<file path="src/design/ctp_regs.vh">
// constants for the cascadable timer pair
`ifndef CTP_REGS_VH
`define CTP_REGS_VH
// control word field positions (per 16-bit timer)
`define CTP_CTL_ON        0
`define CTP_CTL_GATE      1
`define CTP_CTL_CS        2
`define CTP_CTL_PS_LO     3
`define CTP_CTL_PS_HI     4
`define CTP_CTL_T32       5
`define CTP_CTL_IDLESTOP  6
`define CTP_CTL_W         16
`define CTP_CTL_RST       16'h0000
// prescale selects 1:1, 1:8, 1:64, 1:256
`define CTP_PS_1          2'h0
`define CTP_PS_8          2'h1
`define CTP_PS_64         2'h2
`define CTP_PS_256        2'h3
`define CTP_PS_MAX8       8'h07
`define CTP_PS_MAX64      8'h3f
`define CTP_PS_MAX256     8'hff
`define CTP_CNT_RST       16'h0000
`define CTP_PR_RST        16'hffff
`endif

</file>
<file path="src/design/ctp_prescaler.v">
// selectable prescaler producing one count tick per divided clock
`timescale 1ns/1ps
`include "ctp_regs.vh"
module ctp_prescaler (
  // clock and reset
  input  wire       clk,
  input  wire       rst,
  // control
  input  wire       clr,
  input  wire [1:0] ps_sel,
  input  wire       src_tick,
  // tick out
  output reg        tick
);
  reg  [7:0] div_ff;
  reg  [7:0] lim;

  always @* begin
    case (ps_sel)
      `CTP_PS_8:  lim = `CTP_PS_MAX8;
      `CTP_PS_64: lim = `CTP_PS_MAX64;
      `CTP_PS_256: lim = `CTP_PS_MAX256;
      default:    lim = 8'h00;
    endcase
  end

  always @(posedge clk) begin
    if (rst || clr) begin
      div_ff <= 8'h00;
      tick   <= 1'b0;
    end else begin
      tick <= 1'b0;
      if (src_tick) begin
        if (div_ff >= lim) begin
          div_ff <= 8'h00;
          tick   <= 1'b1;
        end else begin
          div_ff <= div_ff + 8'h01;
        end
      end
    end
  end
endmodule // ctp_prescaler

</file>
<file path="src/design/ctp_count_src.v">
// count source: internal clock or external edge, with gating
`timescale 1ns/1ps
`include "ctp_regs.vh"
module ctp_count_src (
  // clock and reset
  input  wire clk,
  input  wire rst,
  // control
  input  wire on,
  input  wire gate_en,
  input  wire ext_sel,
  // pins
  input  wire ext_clk,
  input  wire gate_in,
  // source tick
  output reg  src_tick,
  output reg  gate_fall
);
  reg ext_ff;
  reg gate_ff;

  always @(posedge clk) begin
    if (rst) begin
      ext_ff    <= 1'b0;
      gate_ff   <= 1'b0;
      src_tick  <= 1'b0;
      gate_fall <= 1'b0;
    end else begin
      ext_ff    <= ext_clk;
      gate_ff   <= gate_in;
      gate_fall <= on && gate_en && gate_ff && !gate_in;
      if (!on)
        src_tick <= 1'b0;
      else if (ext_sel)
        // synchronous counter: rising edge of pin
        src_tick <= ext_clk && !ext_ff;
      else if (gate_en)
        // gated accumulation: count while gate high
        src_tick <= gate_in;
      else
        src_tick <= 1'b1;
    end
  end
endmodule // ctp_count_src

</file>
<file path="src/design/ctp_timer_pairs.v">
// two cascadable timer pairs with triggers and dma requests
`timescale 1ns/1ps
`include "ctp_regs.vh"
// Behaviour
// - pair runs as 32-bit or two 16-bit
// - modes: dual 16, 32 timer, 32 counter
// - 16-bit halves: all synchronous modes
// - each timer synchronous timer or counter
// - low timer lsw, high timer msw
// - 32-bit: high control ignored
// - 32-bit: clock and gate from low
// - 32-bit interrupt on high flag
// - interrupt on 32-bit period match
// - gated mode qualifies counting by gate
// - selectable prescaler divides count clock
// - keeps running in sleep; in idle unless idle stop set
// - only pair a feeds capture/compare
// - converter trigger: pair a high timer or pair a 32-bit
// - every timer raises dma requests, except the low half of a 32-bit pair
module ctp_timer_pairs (
  // clock and reset
  input  wire        CLK,
  input  wire        SYS_RST,
  // power state
  input  wire        IDLE_MODE,
  // control words: a low, a high, b low, b high
  input  wire [15:0] PAIR_A_LOW_CONTROL,
  input  wire [15:0] PAIR_A_HIGH_CONTROL,
  input  wire [15:0] PAIR_B_LOW_CONTROL,
  input  wire [15:0] PAIR_B_HIGH_CONTROL,
  // period values per timer
  input  wire [63:0] PERIOD,
  // external clock and gate pins per timer
  input  wire [3:0]  EXT_CLK,
  input  wire [3:0]  GATE_IN,
  // counts and flags
  output reg  [63:0] COUNT,
  output reg  [3:0]  IRQ_FLAG,
  output reg  [3:0]  DMA_REQ,
  // capture/compare time base, pair a only
  output reg         CC_TICK_A_LOW,
  output reg         CC_TICK_A_HIGH,
  // converter trigger
  output reg         CONV_TRIG
);
  ////////////////////////////////////////////////////////////////////////
  wire [63:0] ctl_all = {PAIR_B_HIGH_CONTROL, PAIR_B_LOW_CONTROL,
                         PAIR_A_HIGH_CONTROL, PAIR_A_LOW_CONTROL};
  wire [1:0]  mode32;
  wire [3:0]  run;
  wire [3:0]  src_tick;
  wire [3:0]  gate_fall;
  wire [3:0]  cnt_tick;
  reg  [3:0]  match;
  reg  [3:0]  nxt_irq;
  reg  [63:0] nxt_count;

  assign mode32[0] = PAIR_A_LOW_CONTROL[`CTP_CTL_T32];
  assign mode32[1] = PAIR_B_LOW_CONTROL[`CTP_CTL_T32];

  ////////////////////////////////////////////////////////////////////////
  genvar g;
  generate
    for (g = 0; g < 4; g = g + 1) begin : g_tmr
      // in 32-bit mode the high half borrows the low half's control
      // index stays in range for every g, also in the unused branch
      wire [15:0] c = (g % 2 == 1 && mode32[g/2]) ?
                      ctl_all[(g - g % 2)*16 +: 16] :
                      ctl_all[g*16 +: 16];
      // idle stop only honoured in idle; sleep never halts us
      assign run[g] = c[`CTP_CTL_ON] &&
                      !(IDLE_MODE && c[`CTP_CTL_IDLESTOP]);
      ctp_count_src u_src (
        .clk       (CLK),
        .rst       (SYS_RST),
        .on        (run[g]),
        .gate_en   (c[`CTP_CTL_GATE]),
        .ext_sel   (c[`CTP_CTL_CS]),
        .ext_clk   (EXT_CLK[g]),
        .gate_in   (GATE_IN[g]),
        .src_tick  (src_tick[g]),
        .gate_fall (gate_fall[g])
      );
      ctp_prescaler u_ps (
        .clk      (CLK),
        .rst      (SYS_RST),
        .clr      (!run[g]),
        .ps_sel   (c[`CTP_CTL_PS_HI:`CTP_CTL_PS_LO]),
        .src_tick (src_tick[g]),
        .tick     (cnt_tick[g])
      );
    end
  endgenerate

  ////////////////////////////////////////////////////////////////////////
  integer p;
  reg [31:0] cnt32;
  reg [31:0] pr32;
  always @* begin
    nxt_count = COUNT;
    match     = 4'h0;
    cnt32     = 32'h0;
    pr32      = 32'h0;
    for (p = 0; p < 2; p = p + 1) begin
      if (mode32[p]) begin
        // low word in the low timer, high word in the high timer
        cnt32 = {COUNT[p*32+16 +: 16], COUNT[p*32 +: 16]};
        pr32  = {PERIOD[p*32+16 +: 16], PERIOD[p*32 +: 16]};
        // driven only by the low timer's tick path
        if (cnt_tick[2*p]) begin
          if (cnt32 == pr32) begin
            match[2*p+1] = 1'b1;
            nxt_count[p*32 +: 32] = 32'h0;
          end else begin
            nxt_count[p*32 +: 32] = cnt32 + 32'h1;
          end
        end
      end else begin
        // two independent halves
        if (cnt_tick[2*p]) begin
          if (COUNT[p*32 +: 16] == PERIOD[p*32 +: 16]) begin
            match[2*p] = 1'b1;
            nxt_count[p*32 +: 16] = `CTP_CNT_RST;
          end else begin
            nxt_count[p*32 +: 16] = COUNT[p*32 +: 16] + 16'h1;
          end
        end
        if (cnt_tick[2*p+1]) begin
          if (COUNT[p*32+16 +: 16] == PERIOD[p*32+16 +: 16]) begin
            match[2*p+1] = 1'b1;
            nxt_count[p*32+16 +: 16] = `CTP_CNT_RST;
          end else begin
            nxt_count[p*32+16 +: 16] = COUNT[p*32+16 +: 16] + 16'h1;
          end
        end
      end
    end
  end

  ////////////////////////////////////////////////////////////////////////
  integer t;
  always @* begin
    for (t = 0; t < 4; t = t + 1) begin
      // gated mode flags at gate fall instead of at match
      if (ctl_all[t*16 + `CTP_CTL_GATE])
        nxt_irq[t] = gate_fall[t];
      else
        nxt_irq[t] = match[t];
    end
    // 32-bit pair: the low half never flags
    if (mode32[0]) begin
      nxt_irq[1] = PAIR_A_LOW_CONTROL[`CTP_CTL_GATE] ? gate_fall[0] :
                   match[1];
      nxt_irq[0] = 1'b0;
    end
    if (mode32[1]) begin
      nxt_irq[3] = PAIR_B_LOW_CONTROL[`CTP_CTL_GATE] ? gate_fall[2] :
                   match[3];
      nxt_irq[2] = 1'b0;
    end
  end

  ////////////////////////////////////////////////////////////////////////
  always @(posedge CLK) begin
    if (SYS_RST) begin
      COUNT          <= 64'h0;
      IRQ_FLAG       <= 4'h0;
      DMA_REQ        <= 4'h0;
      CC_TICK_A_LOW  <= 1'b0;
      CC_TICK_A_HIGH <= 1'b0;
      CONV_TRIG      <= 1'b0;
    end else begin
      COUNT    <= nxt_count;
      IRQ_FLAG <= nxt_irq;
      DMA_REQ  <= nxt_irq;
      // time base ticks only from pair a
      CC_TICK_A_LOW  <= cnt_tick[0];
      CC_TICK_A_HIGH <= mode32[0] ? cnt_tick[0] : cnt_tick[1];
      // pair a high timer or pair a as 32-bit
      CONV_TRIG <= nxt_irq[1];
    end
  end
endmodule // ctp_timer_pairs

</file>
<file path="config.mk">
export PLATFORM = sky130hd
export DESIGN_NAME = ctp_timer_pairs
export DESIGN_NICKNAME = d
export VERILOG_FILES = /design/src/design/ctp_prescaler.v /design/src/design/ctp_count_src.v /design/src/design/ctp_timer_pairs.v
export VERILOG_INCLUDE_DIRS = /design/src /design/src/design
export SDC_FILE = /design/constraint.sdc
export NUM_CORES = 1
export LEC_CHECK = 0
export BUFFER_PORTS_ARGS = -buffer_cell sky130_fd_sc_hd__buf_4
export CORE_ASPECT_RATIO = 0.9
export CORE_MARGIN = 5
export CORE_UTILIZATION = 45
export CTS_CLUSTER_SIZE = 16
export DETAILED_ROUTE_END_ITERATION = 8
export GPL_TIMING_DRIVEN = 0
export PLACE_DENSITY_LB_ADDON = 0.25
export REMOVE_ABC_BUFFERS = 1
export SLEW_MARGIN = 20
export SYNTH_ARGS = -nofsm -noshare
export SYNTH_HDL_FRONTEND = slang
export SYNTH_SLANG_ARGS = --single-unit
</file>
<file path="constraint.sdc">
create_clock -name CLK -period 6 [get_ports CLK]
set_clock_uncertainty 0.05 [all_clocks]
set_input_delay 0.3 -clock CLK [delete_from_list [all_inputs] [get_ports CLK]]
set_output_delay 0.3 -clock CLK [all_outputs]
set_load 0.005 [all_outputs]
</file>
### Word level (Yosys, flattened, before mapping)

Cells that the tools add are included.

| word-level totals | value |
|---|---|
| flip-flop bits (word level) | 123 |
| bits of input ports | 139 |
| logic and storage cells | 193 |

| cells by class | value |
|---|---|
| mux-type cells | 59 |
| equality and inequality tests | 20 |
| $lt $le $gt $ge | 4 |
| reductions and logical operators | 58 |
| bitwise operators | 8 |
| $add $sub $neg | 10 |

Operators by type and width:

| kind | count |
|---|---|
| $mux W32 | 6 |
| $mux W16 | 8 |
| $pmux W8 S3 | 4 |
| $add A16 B1 Y16 const B | 4 |
| $add A32 B1 Y32 const B | 2 |
| $eq A16 B16 Y1 | 4 |
| $eq A32 B32 Y1 | 2 |
| $mux W1 | 33 |
| $add A8 B1 Y8 const B | 4 |
| $ge A8 B8 Y1 | 4 |
| $mux W8 | 4 |
| $logic_and A1 B1 Y1 | 24 |
| $reduce_or A2 Y1 | 10 |
| $eq A2 B2 Y1 const B | 8 |
| $logic_not A1 Y1 | 16 |
| $mux W7 | 2 |
| $eq A2 B1 Y1 const B | 4 |
| $not A1 Y1 | 8 |
| $logic_or A1 B1 Y1 | 4 |
| $mux W2 | 2 |
| $ne A2 B1 Y1 const B | 2 |
| $reduce_and A2 Y1 | 2 |
| $reduce_bool A2 Y1 | 2 |

### Logic depth before layout (Yosys ltp)

Gate-level depths: netlist of run 1.

| depth | value |
|---|---|
| depth after elaboration | 7 |
| depth in mapped cells | 11 |
| depth with buffers taken out | 9 |

### Cells and area by module

A second synthesis of run 1 with hierarchy kept.

| second synthesis, totals | value |
|---|---|
| cell total of the unflattened synthesis | 923 |
| area, all modules | 7992.7 um2 |

Modules (own cells, without submodules):

| module | instances | area each (um2) | cells an instance |
|---|---|---|---|
| ctp_timer_pairs | 1 | 4759.6 | 595 |
| ctp_prescaler | 4 | 658.1 | 70 |
| ctp_count_src | 4 | 150.1 | 12 |

### Worst setup path before layout of run 1

No wires, ideal clock.

| timing path | value |
|---|---|
| path type | input -> register |
| start point | input port PAIR_B_LOW_CONTROL[5] |
| end point | register g_tmr[3].u_ps.div_ff[2] |
| cell stages on the path | 11 |
| data arrival time | 2.760 ns |
| path buffers | 3 |
| data required time | 5.884 ns |
| slack | 3.124 ns |
| setup time | 0.066 ns |
| path through | clkbuf_1 > clkbuf_1 > clkbuf_1 > a21o_1 > ha_1 > a21o_1 > a221oi_1 > o21ai_0 > a221oi_1 > o21bai_1 > nor2_1 |

| on the way | value |
|---|---|
| word-level cells in the longest chain between the ends | 6 |

Ends and longest elaborated chain:

| element | RTL line | RTL |
|---|---|---|
| start: declaration | ctp_timer_pairs.v:29 | `input wire [15:0] PAIR_B_LOW_CONTROL,` |
| $mux W7 (*) | ctp_timer_pairs.v:67 | `wire [15:0] c = (g % 2 == 1 && mode32[g/2]) ?` |
| branches (longest 5 deep; another with $ge A8 B8 Y1) | n/a |  |
| end signal: assignment | ctp_prescaler.v:38 | `div_ff <= div_ff + 8'h01;` |
| end: declaration | ctp_prescaler.v:15 | `reg [7:0] div_ff;` |

Every way passes the cells marked *.
A chain may end at the register's enable or synchronous reset.

### Worst setup path after layout of run 1

| timing path | value |
|---|---|
| start point | register COUNT[35] |
| end point | register COUNT[45] |

| on the way | value |
|---|---|
| word-level cells in the longest chain between the ends | 4 |

Ends and longest elaborated chain:

| element | RTL line | RTL |
|---|---|---|
| start: declaration | ctp_timer_pairs.v:37 | `output reg [63:0] COUNT,` |
| start signal: assignment | ctp_timer_pairs.v:173 | `COUNT <= nxt_count;` |
| $add A32 B1 Y32, or another cell as far along | ctp_timer_pairs.v:115 | `nxt_count[p*32 +: 32] = cnt32 + 32'h1;` |
| $mux W32 / $mux W16 (equally long branches) | ctp_timer_pairs.v:111, ctp_timer_pairs.v:121 |  |
| $mux W32 / $mux W16 (equally long branches) | ctp_timer_pairs.v:110, ctp_timer_pairs.v:120 |  |
| $mux W32 (*) | ctp_timer_pairs.v:105 | `if (mode32[p]) begin` |

Every way passes the cells marked *; elsewhere a longest branch is shown, timed or not. The select of a mux whose other input is x is not followed.

==> summary.md, run 1 <==
| Metric | Value |
|---|---|
| Kind of start point of the critical path | `register` |
| Seq pwr share | `40.8%` |
| Port-buffer cells | `175` |
| Initial antenna violation count | `0` |
| Chip Height | `129 µm` |
| Maximum vdd drop | `0.207 mV` |
| Worst skew pair latency | `420 ps` |
| Crit Path Max Fanout | `15` |
| Distinct cell type count of the synthesized netlist | `60` |
| R2R Setup Slk | `3190 ps` |
| Count leader, synth | `dfxtp_1` |
| CTS hold repair buffers | `0` |
| Post-layout net count | `1,177` |
| Sink Count | `122` |
| Power per cell area | `220 mW/mm²` |
| Final HPWL DP | `14,200 µm` |
| Gr ovfl total | `0` |
| Row count | `43` |
| DRT iter0 DRCs | `464` |
| Number of synthesized flops with an enable pin | `0` |
| Top FF cell, synth | `dfxtp_1` |
| Max-Cap Viols | `0` |
| H-tree Lvls | `4` |
| Hold crit path type | `primary input to register` |
| Syn_area_per_cell | `8.40 µm²` |
| Switching Share | `21.9%` |
| Fmax | `356 MHz` |
| Part of the power in the clock network | `51.4%` |
| RSZ-0062 raised after global routing | `false` |
| CTS Root Cell | `clkbuf_16` |
| Gr usage total | `20.7%` |
| Ant diodes | `0` |
| NetSw | `0.000440 W` |
| Design Area, Final | `0.00912 mm²` |
| Post-Syn Instances | `843` |
| Largest net degree at the start of global routing | `34` |
| Register area share after synthesis | `34.5%` |
| Top Ports | `214` |
| Final Hold Fails | `0` |
| Worst Path Arrival | `3030 ps` |
| Synth top cells by count | `122 x dfxtp_1, 98 x nor2_1, 84 x xnor2_1, 69 x nand2_1, 45 x a21oi_1` |
| CTS Buf Count | `17` |
| Vias | `6,767` |
| Kind of critical path | `register to register` |
| Final ANT Viol Nets | `0` |
| Leakage | `3.65 nW` |
| Crit path time final | `2810 ps` |
| Fin Setup TNS | `0 ps` |
| Status | `complete, no violations` |
| DR vias/cell | `5.55` |
| WL final | `19,000 µm` |
| Critical Path Sink Type | `register` |
| First-pass GRT wire length | `30,900 µm` |
| DR WL/cell | `15.6 µm` |
| Fill cell count | `1,414` |
| Vias in the first global route | `6,252` |
| Asr flop ratio synth | `0%` |
| Yosys warnings | `0` |
| Die Wd | `142 µm` |
| Required @ worst endpoint | `6230 ps` |
| Hold Worst Slack | `53.0 ps` |
| Max-slew violation count | `0` |
| Cell Int Power | `0.00157 W` |
| Worst-margin pin slew | `956 ps` |
| Gp weighted congestion | `0.881` |
| Synth area leader | `dfxtp_1` |
| Post-CTS setup buffers | `0` |
| Area share of the largest cell type after synthesis | `34.5%` |
| DR pass1 iterations | `8` |
| Clock-pin slew on the worst setup and hold paths | `50 ps` |
| Fraction of layout instances using a drive strength above 1 | `22.8%` |
| CTS tree | `done` |
| Bufs on Longest Clock Path | `2` |
| Starting density of the core | `45.8%` |
| Mapped Area | `0.00708 mm²` |
| FF+latch count, synth | `122` |
| Die ar. | `0.0183 mm²` |
| Synth area leaders | `dfxtp_1 35%, xnor2_1 10%, ha_1 5.7%` |
| Number of endpoints failing setup at the final stage | `0` |
| Power share of the combinational group | `7.7%` |
| # DRC | `0` |
| Post-CTS Resized | `0` |
| Final period utilization | `46.8%` |
| Area after DPL | `0.00851 mm²` |
| Relative slew slack | `35.8%` |
| Power Total | `0.00201 W` |
| Core Footprint | `0.0154 mm²` |
| Layout area overhead | `28.9%` |
critical path: stages, from the launching register on:
cell and delay (ps):
dfxtp_1 470, xnor2_1 180, nand4_1 130, nor4_2 860, nand2_1 270, o21ai_2 600
nor2_1 110
power by group through the flow:
| stage | logic (W) | registers (W) | clock network, W |
|---|---|---|---|
| floorplan | 0.0000710 | 0.000837 | 0 |
| global placement | 0.000152 | 0.000838 | 0 |
| detailed placement | 0.000155 | 0.000838 | 0 |
| CTS | 0.000156 | 0.000821 | 0.00105 |
| global route | 0.000171 | 0.000821 | 0.00109 |
| finish | 0.000155 | 0.000821 | 0.00103 |
sequential cells by signal, indices dropped and copies added (netlist names):
name                   count
CC_TICK_A_HIGH             1
g_tmr.u_src.ext_ff         4
CC_TICK_A_LOW              1
g_tmr.u_ps.tick            4
COUNT                     64
g_tmr.u_ps.div_ff         32
g_tmr.u_src.gate_ff        4
g_tmr.u_src.gate_fall      4
g_tmr.u_src.src_tick       4
DMA_REQ                    4
placed cells by master, fill, tap and decap left out, types with 28 or more instances in the layout:
cell,n
nor2_1,98
xor2_1,37
nand2_1,69
xnor2_1,84
dfxtp_1,122
buf_4,175
nand3_1,28
nand4_1,37
ha_1,32
a21oi_1,44
path summary, 6_finish.rpt:
check                                     from                                  end  cells past startpoint
max reg2reg             COUNT[35]$_SDFFE_PP0P_               COUNT[45]$_SDFFE_PP0P_                      6
max                     COUNT[35]$_SDFFE_PP0P_               COUNT[45]$_SDFFE_PP0P_                      6
min reg2reg  g_tmr[3].u_src.gate_ff$_SDFF_PP0_  g_tmr[3].u_src.gate_fall$_SDFF_PP0_                      2
min                                 EXT_CLK[1]     g_tmr[1].u_src.ext_ff$_SDFF_PP0_                      2
metrics by stage:
step	util, %	setup slack, ps	std cells
after floorplan	-	3590	812
after global placement	55.0	2860	1189
after detailed placement	55.1	3010	1189
after CTS	59.0	3010	1220
after global routing	59.1	2910	1220
final	59.1	3190	1220
cells by family after synthesis:
| kind of cell | after synthesis | share of synthesized area [%] |
|---|---|---|
| compound gates | 169 | 15.9 |
| xor+xnor | 121 | 15.0 |
| fa+ha+maj | 32 | 5.66 |
| buf+inv | 47 | 2.93 |
| flops | 122 | 34.5 |
| mux | 7 | 0.990 |
| simple gates | 345 | 25.1 |
area by class of cell:
cell class              count  area [µm²]  area share (%)
inverters                  16        60.1           0.658
flip-flops and latches    122        2440            26.8
repair buffers            175        1310            14.4
clock buffers              24         512            5.61
well taps                 202         253            2.77
multi-input cells         674        4450            48.8
clock inverters             7        87.6           0.960
layer usage:
layer | vias up | share of wire (%) | GRT usage, % | routed length, µm
met2 | 248 | 45 | 32.9 | 8620
met5 | - | 0 | 0 | 0
met1 | 3124 | 45 | 27.6 | 8590
met3 | 19 | 8.3 | 6.02 | 1580
met4 | 0 | 1.1 | 5.64 | 206
li1 | 3376 | - | - | -
(Power assumes the default switching activity.)
==> inputs of run 2 (changes only) <==
==> constraint.sdc (replaced) <==
create_clock -name CLK -period 2.7 [get_ports CLK]
set_clock_uncertainty 0.05 [all_clocks]
set_input_delay 0.135 -clock CLK [delete_from_list [all_inputs] [get_ports CLK]]
set_output_delay 0.135 -clock CLK [all_outputs]
set_load 0.005 [all_outputs]
==> summary.md, run 2 (synthesis gave the netlist of run 1 again) <==
| Metric | Value |
|---|---|
| Reg area | `0.00244 mm²` |
| Fin Setup TNS | `0 ps` |
| Maximum vdd drop | `0.462 mV` |
| DR pass1 iterations | `7` |
| Ant diodes | `0` |
| Crit path time final | `2450 ps` |
| Fraction of layout instances using a drive strength above 1 | `23.2%` |
| Fin cells | `1,236` |
| Gr ovfl total | `0` |
| Die ar. | `0.0183 mm²` |
| Status | `complete, no violations` |
| Starting density of the core | `45.8%` |
| DRT iter0 DRCs | `392` |
| Vias | `6,795` |
| Power Total | `0.00448 W` |
| DR vias/cell | `5.50` |
| Row count | `43` |
| Final ANT Viol Nets | `0` |
| Kind of start point of the critical path | `register` |
| Design Area, Final | `0.00929 mm²` |
| R2R Setup Slk | `250 ps` |
| Initial antenna violation count | `0` |
| Worst-margin pin slew | `695 ps` |
| Critical Path Sink Type | `register` |
| Worst Path Arrival | `2700 ps` |
| Fmax | `409 MHz` |
| Kind of critical path | `register to register` |
| Clock-pin slew on the worst setup and hold paths | `60 ps` |
| Relative slew slack | `53.7%` |
| Port-buffer cells | `175` |
| Most frequent cells in the layout | `183 x buf_4, 122 x dfxtp_1, 98 x nor2_1` |
| Largest regs | `COUNT x64, g_tmr.u_ps.div_ff x32` |
| RSZ-0062 raised after global routing | `false` |
| Die Wd | `142 µm` |
| Leakage | `3.76 nW` |
| Final Hold Fails | `0` |
| Core Footprint | `0.0154 mm²` |
| # DRC | `0` |
| DR WL/cell | `15.6 µm` |
| CTS Root Cell | `clkbuf_16` |
| Largest net degree at the start of global routing | `34` |
| Final HPWL DP | `14,200 µm` |
| CTS tree | `done` |
| Layout area overhead | `31.3%` |
| Max-Cap Viols | `0` |
| H-tree Lvls | `4` |
| Cells on Worst Hold Path | `3` |
| WL final | `19,300 µm` |
| CTS Buf Count | `17` |
| Fill cell count | `1,396` |
| Most common cell after layout, fill and taps aside | `buf_4` |
| Bufs on Longest Clock Path | `2` |
| Required @ worst endpoint | `2950 ps` |
| Crit Path Max Fanout | `8` |
| Top Ports | `214` |
| Hold crit path type | `primary input to register` |
| Worst skew pair latency | `420 ps` |
| First-pass GRT wire length | `31,100 µm` |
| Max-slew violation count | `0` |
| Max reg flops | `64` |
| Final period utilization | `90.7%` |
| Gr usage total | `20.8%` |
| Largest reg by FF count | `COUNT` |
| Vias in the first global route | `6,297` |
| R2r worst-path depth | `6` |
| Sink Count | `122` |
| DP Cell Count | `1,189` |
| Area after DPL | `0.00851 mm²` |
| Gp weighted congestion | `0.881` |
| Power per cell area | `482 mW/mm²` |
| Chip Height | `129 µm` |
| Multi-input logic area | `0.00449 mm²` |
| Post-layout net count | `1,193` |
| Number of endpoints failing setup at the final stage | `0` |
## run 2: report_power, final
group | switching, W | leakage, nW | internal (W)
registers | 0.0000105 | 0.985 | 0.00181
logic | 0.000168 | 2.47 | 0.000190
clock network | 0.000808 | 0.298 | 0.00149
## run 2: path summary, 6_finish.rpt
path                                           from                             endpoint
setup / recovery             COUNT[35]$_SDFFE_PP0P_               COUNT[57]$_SDFFE_PP0P_
hold / removal                PAIR_B_LOW_CONTROL[2]   g_tmr[2].u_src.src_tick$_SDFF_PP0_
setup reg to reg             COUNT[35]$_SDFFE_PP0P_               COUNT[57]$_SDFFE_PP0P_
hold reg to reg   g_tmr[3].u_src.gate_ff$_SDFF_PP0_  g_tmr[3].u_src.gate_fall$_SDFF_PP0_
## run 2: worst max-delay path, cell delays in order (launching register included)
cell     delay (ps)
dfxtp_1         470
xnor2_1         170
nand4_1         170
nor4_4          610
o21ai_1         360
o21ai_2         390
nor3_1          100
## run 2: routing by layer
| layer | GRT usage [%] | wire, µm | up-vias |
|---|---|---|---|
| li1 | - | - | 3401 |
| met1 | 27.7 | 8720 | 3129 |
| met2 | 32.9 | 8760 | 239 |
| met3 | 5.87 | 1590 | 26 |
| met4 | 6.09 | 266 | 0 |
| met5 | 0 | 0 | - |
## run 2: cell type report
| cell class | instances | area share, % |
|---|---|---|
| Clock buffer | 24 | 5.51 |
| Timing Repair Buffer | 191 | 15.6 |
| Clock inverter | 7 | 0.942 |
| Sequential cell | 122 | 26.3 |
| Tap cell | 202 | 2.72 |
| Inverter | 16 | 0.646 |
| Multi-Input combinational cell | 674 | 48.3 |
## run 2: what timing repair did
| action | CTS | global route |
|---|---|---|
| endpoints found under the hold margin | 11 | 0 |
| hold buffers | 8 | 0 |
| gates resized for setup | 2 | 3 |
| setup endpoints to repair | 33 | 50 |
| pin swaps | 0 | 2 |
| buffers inserted | 0 | 8 |
## run 2: metrics by stage
step	setup slack, ps	util, %	hold WS [ps]
floorplan	289	-	154
global placement	-439	55.0	308
detailed placement	-294	55.1	314
CTS	6.32	59.6	6.55
global route	45.7	60.2	35.9
finish	252	60.2	20.4
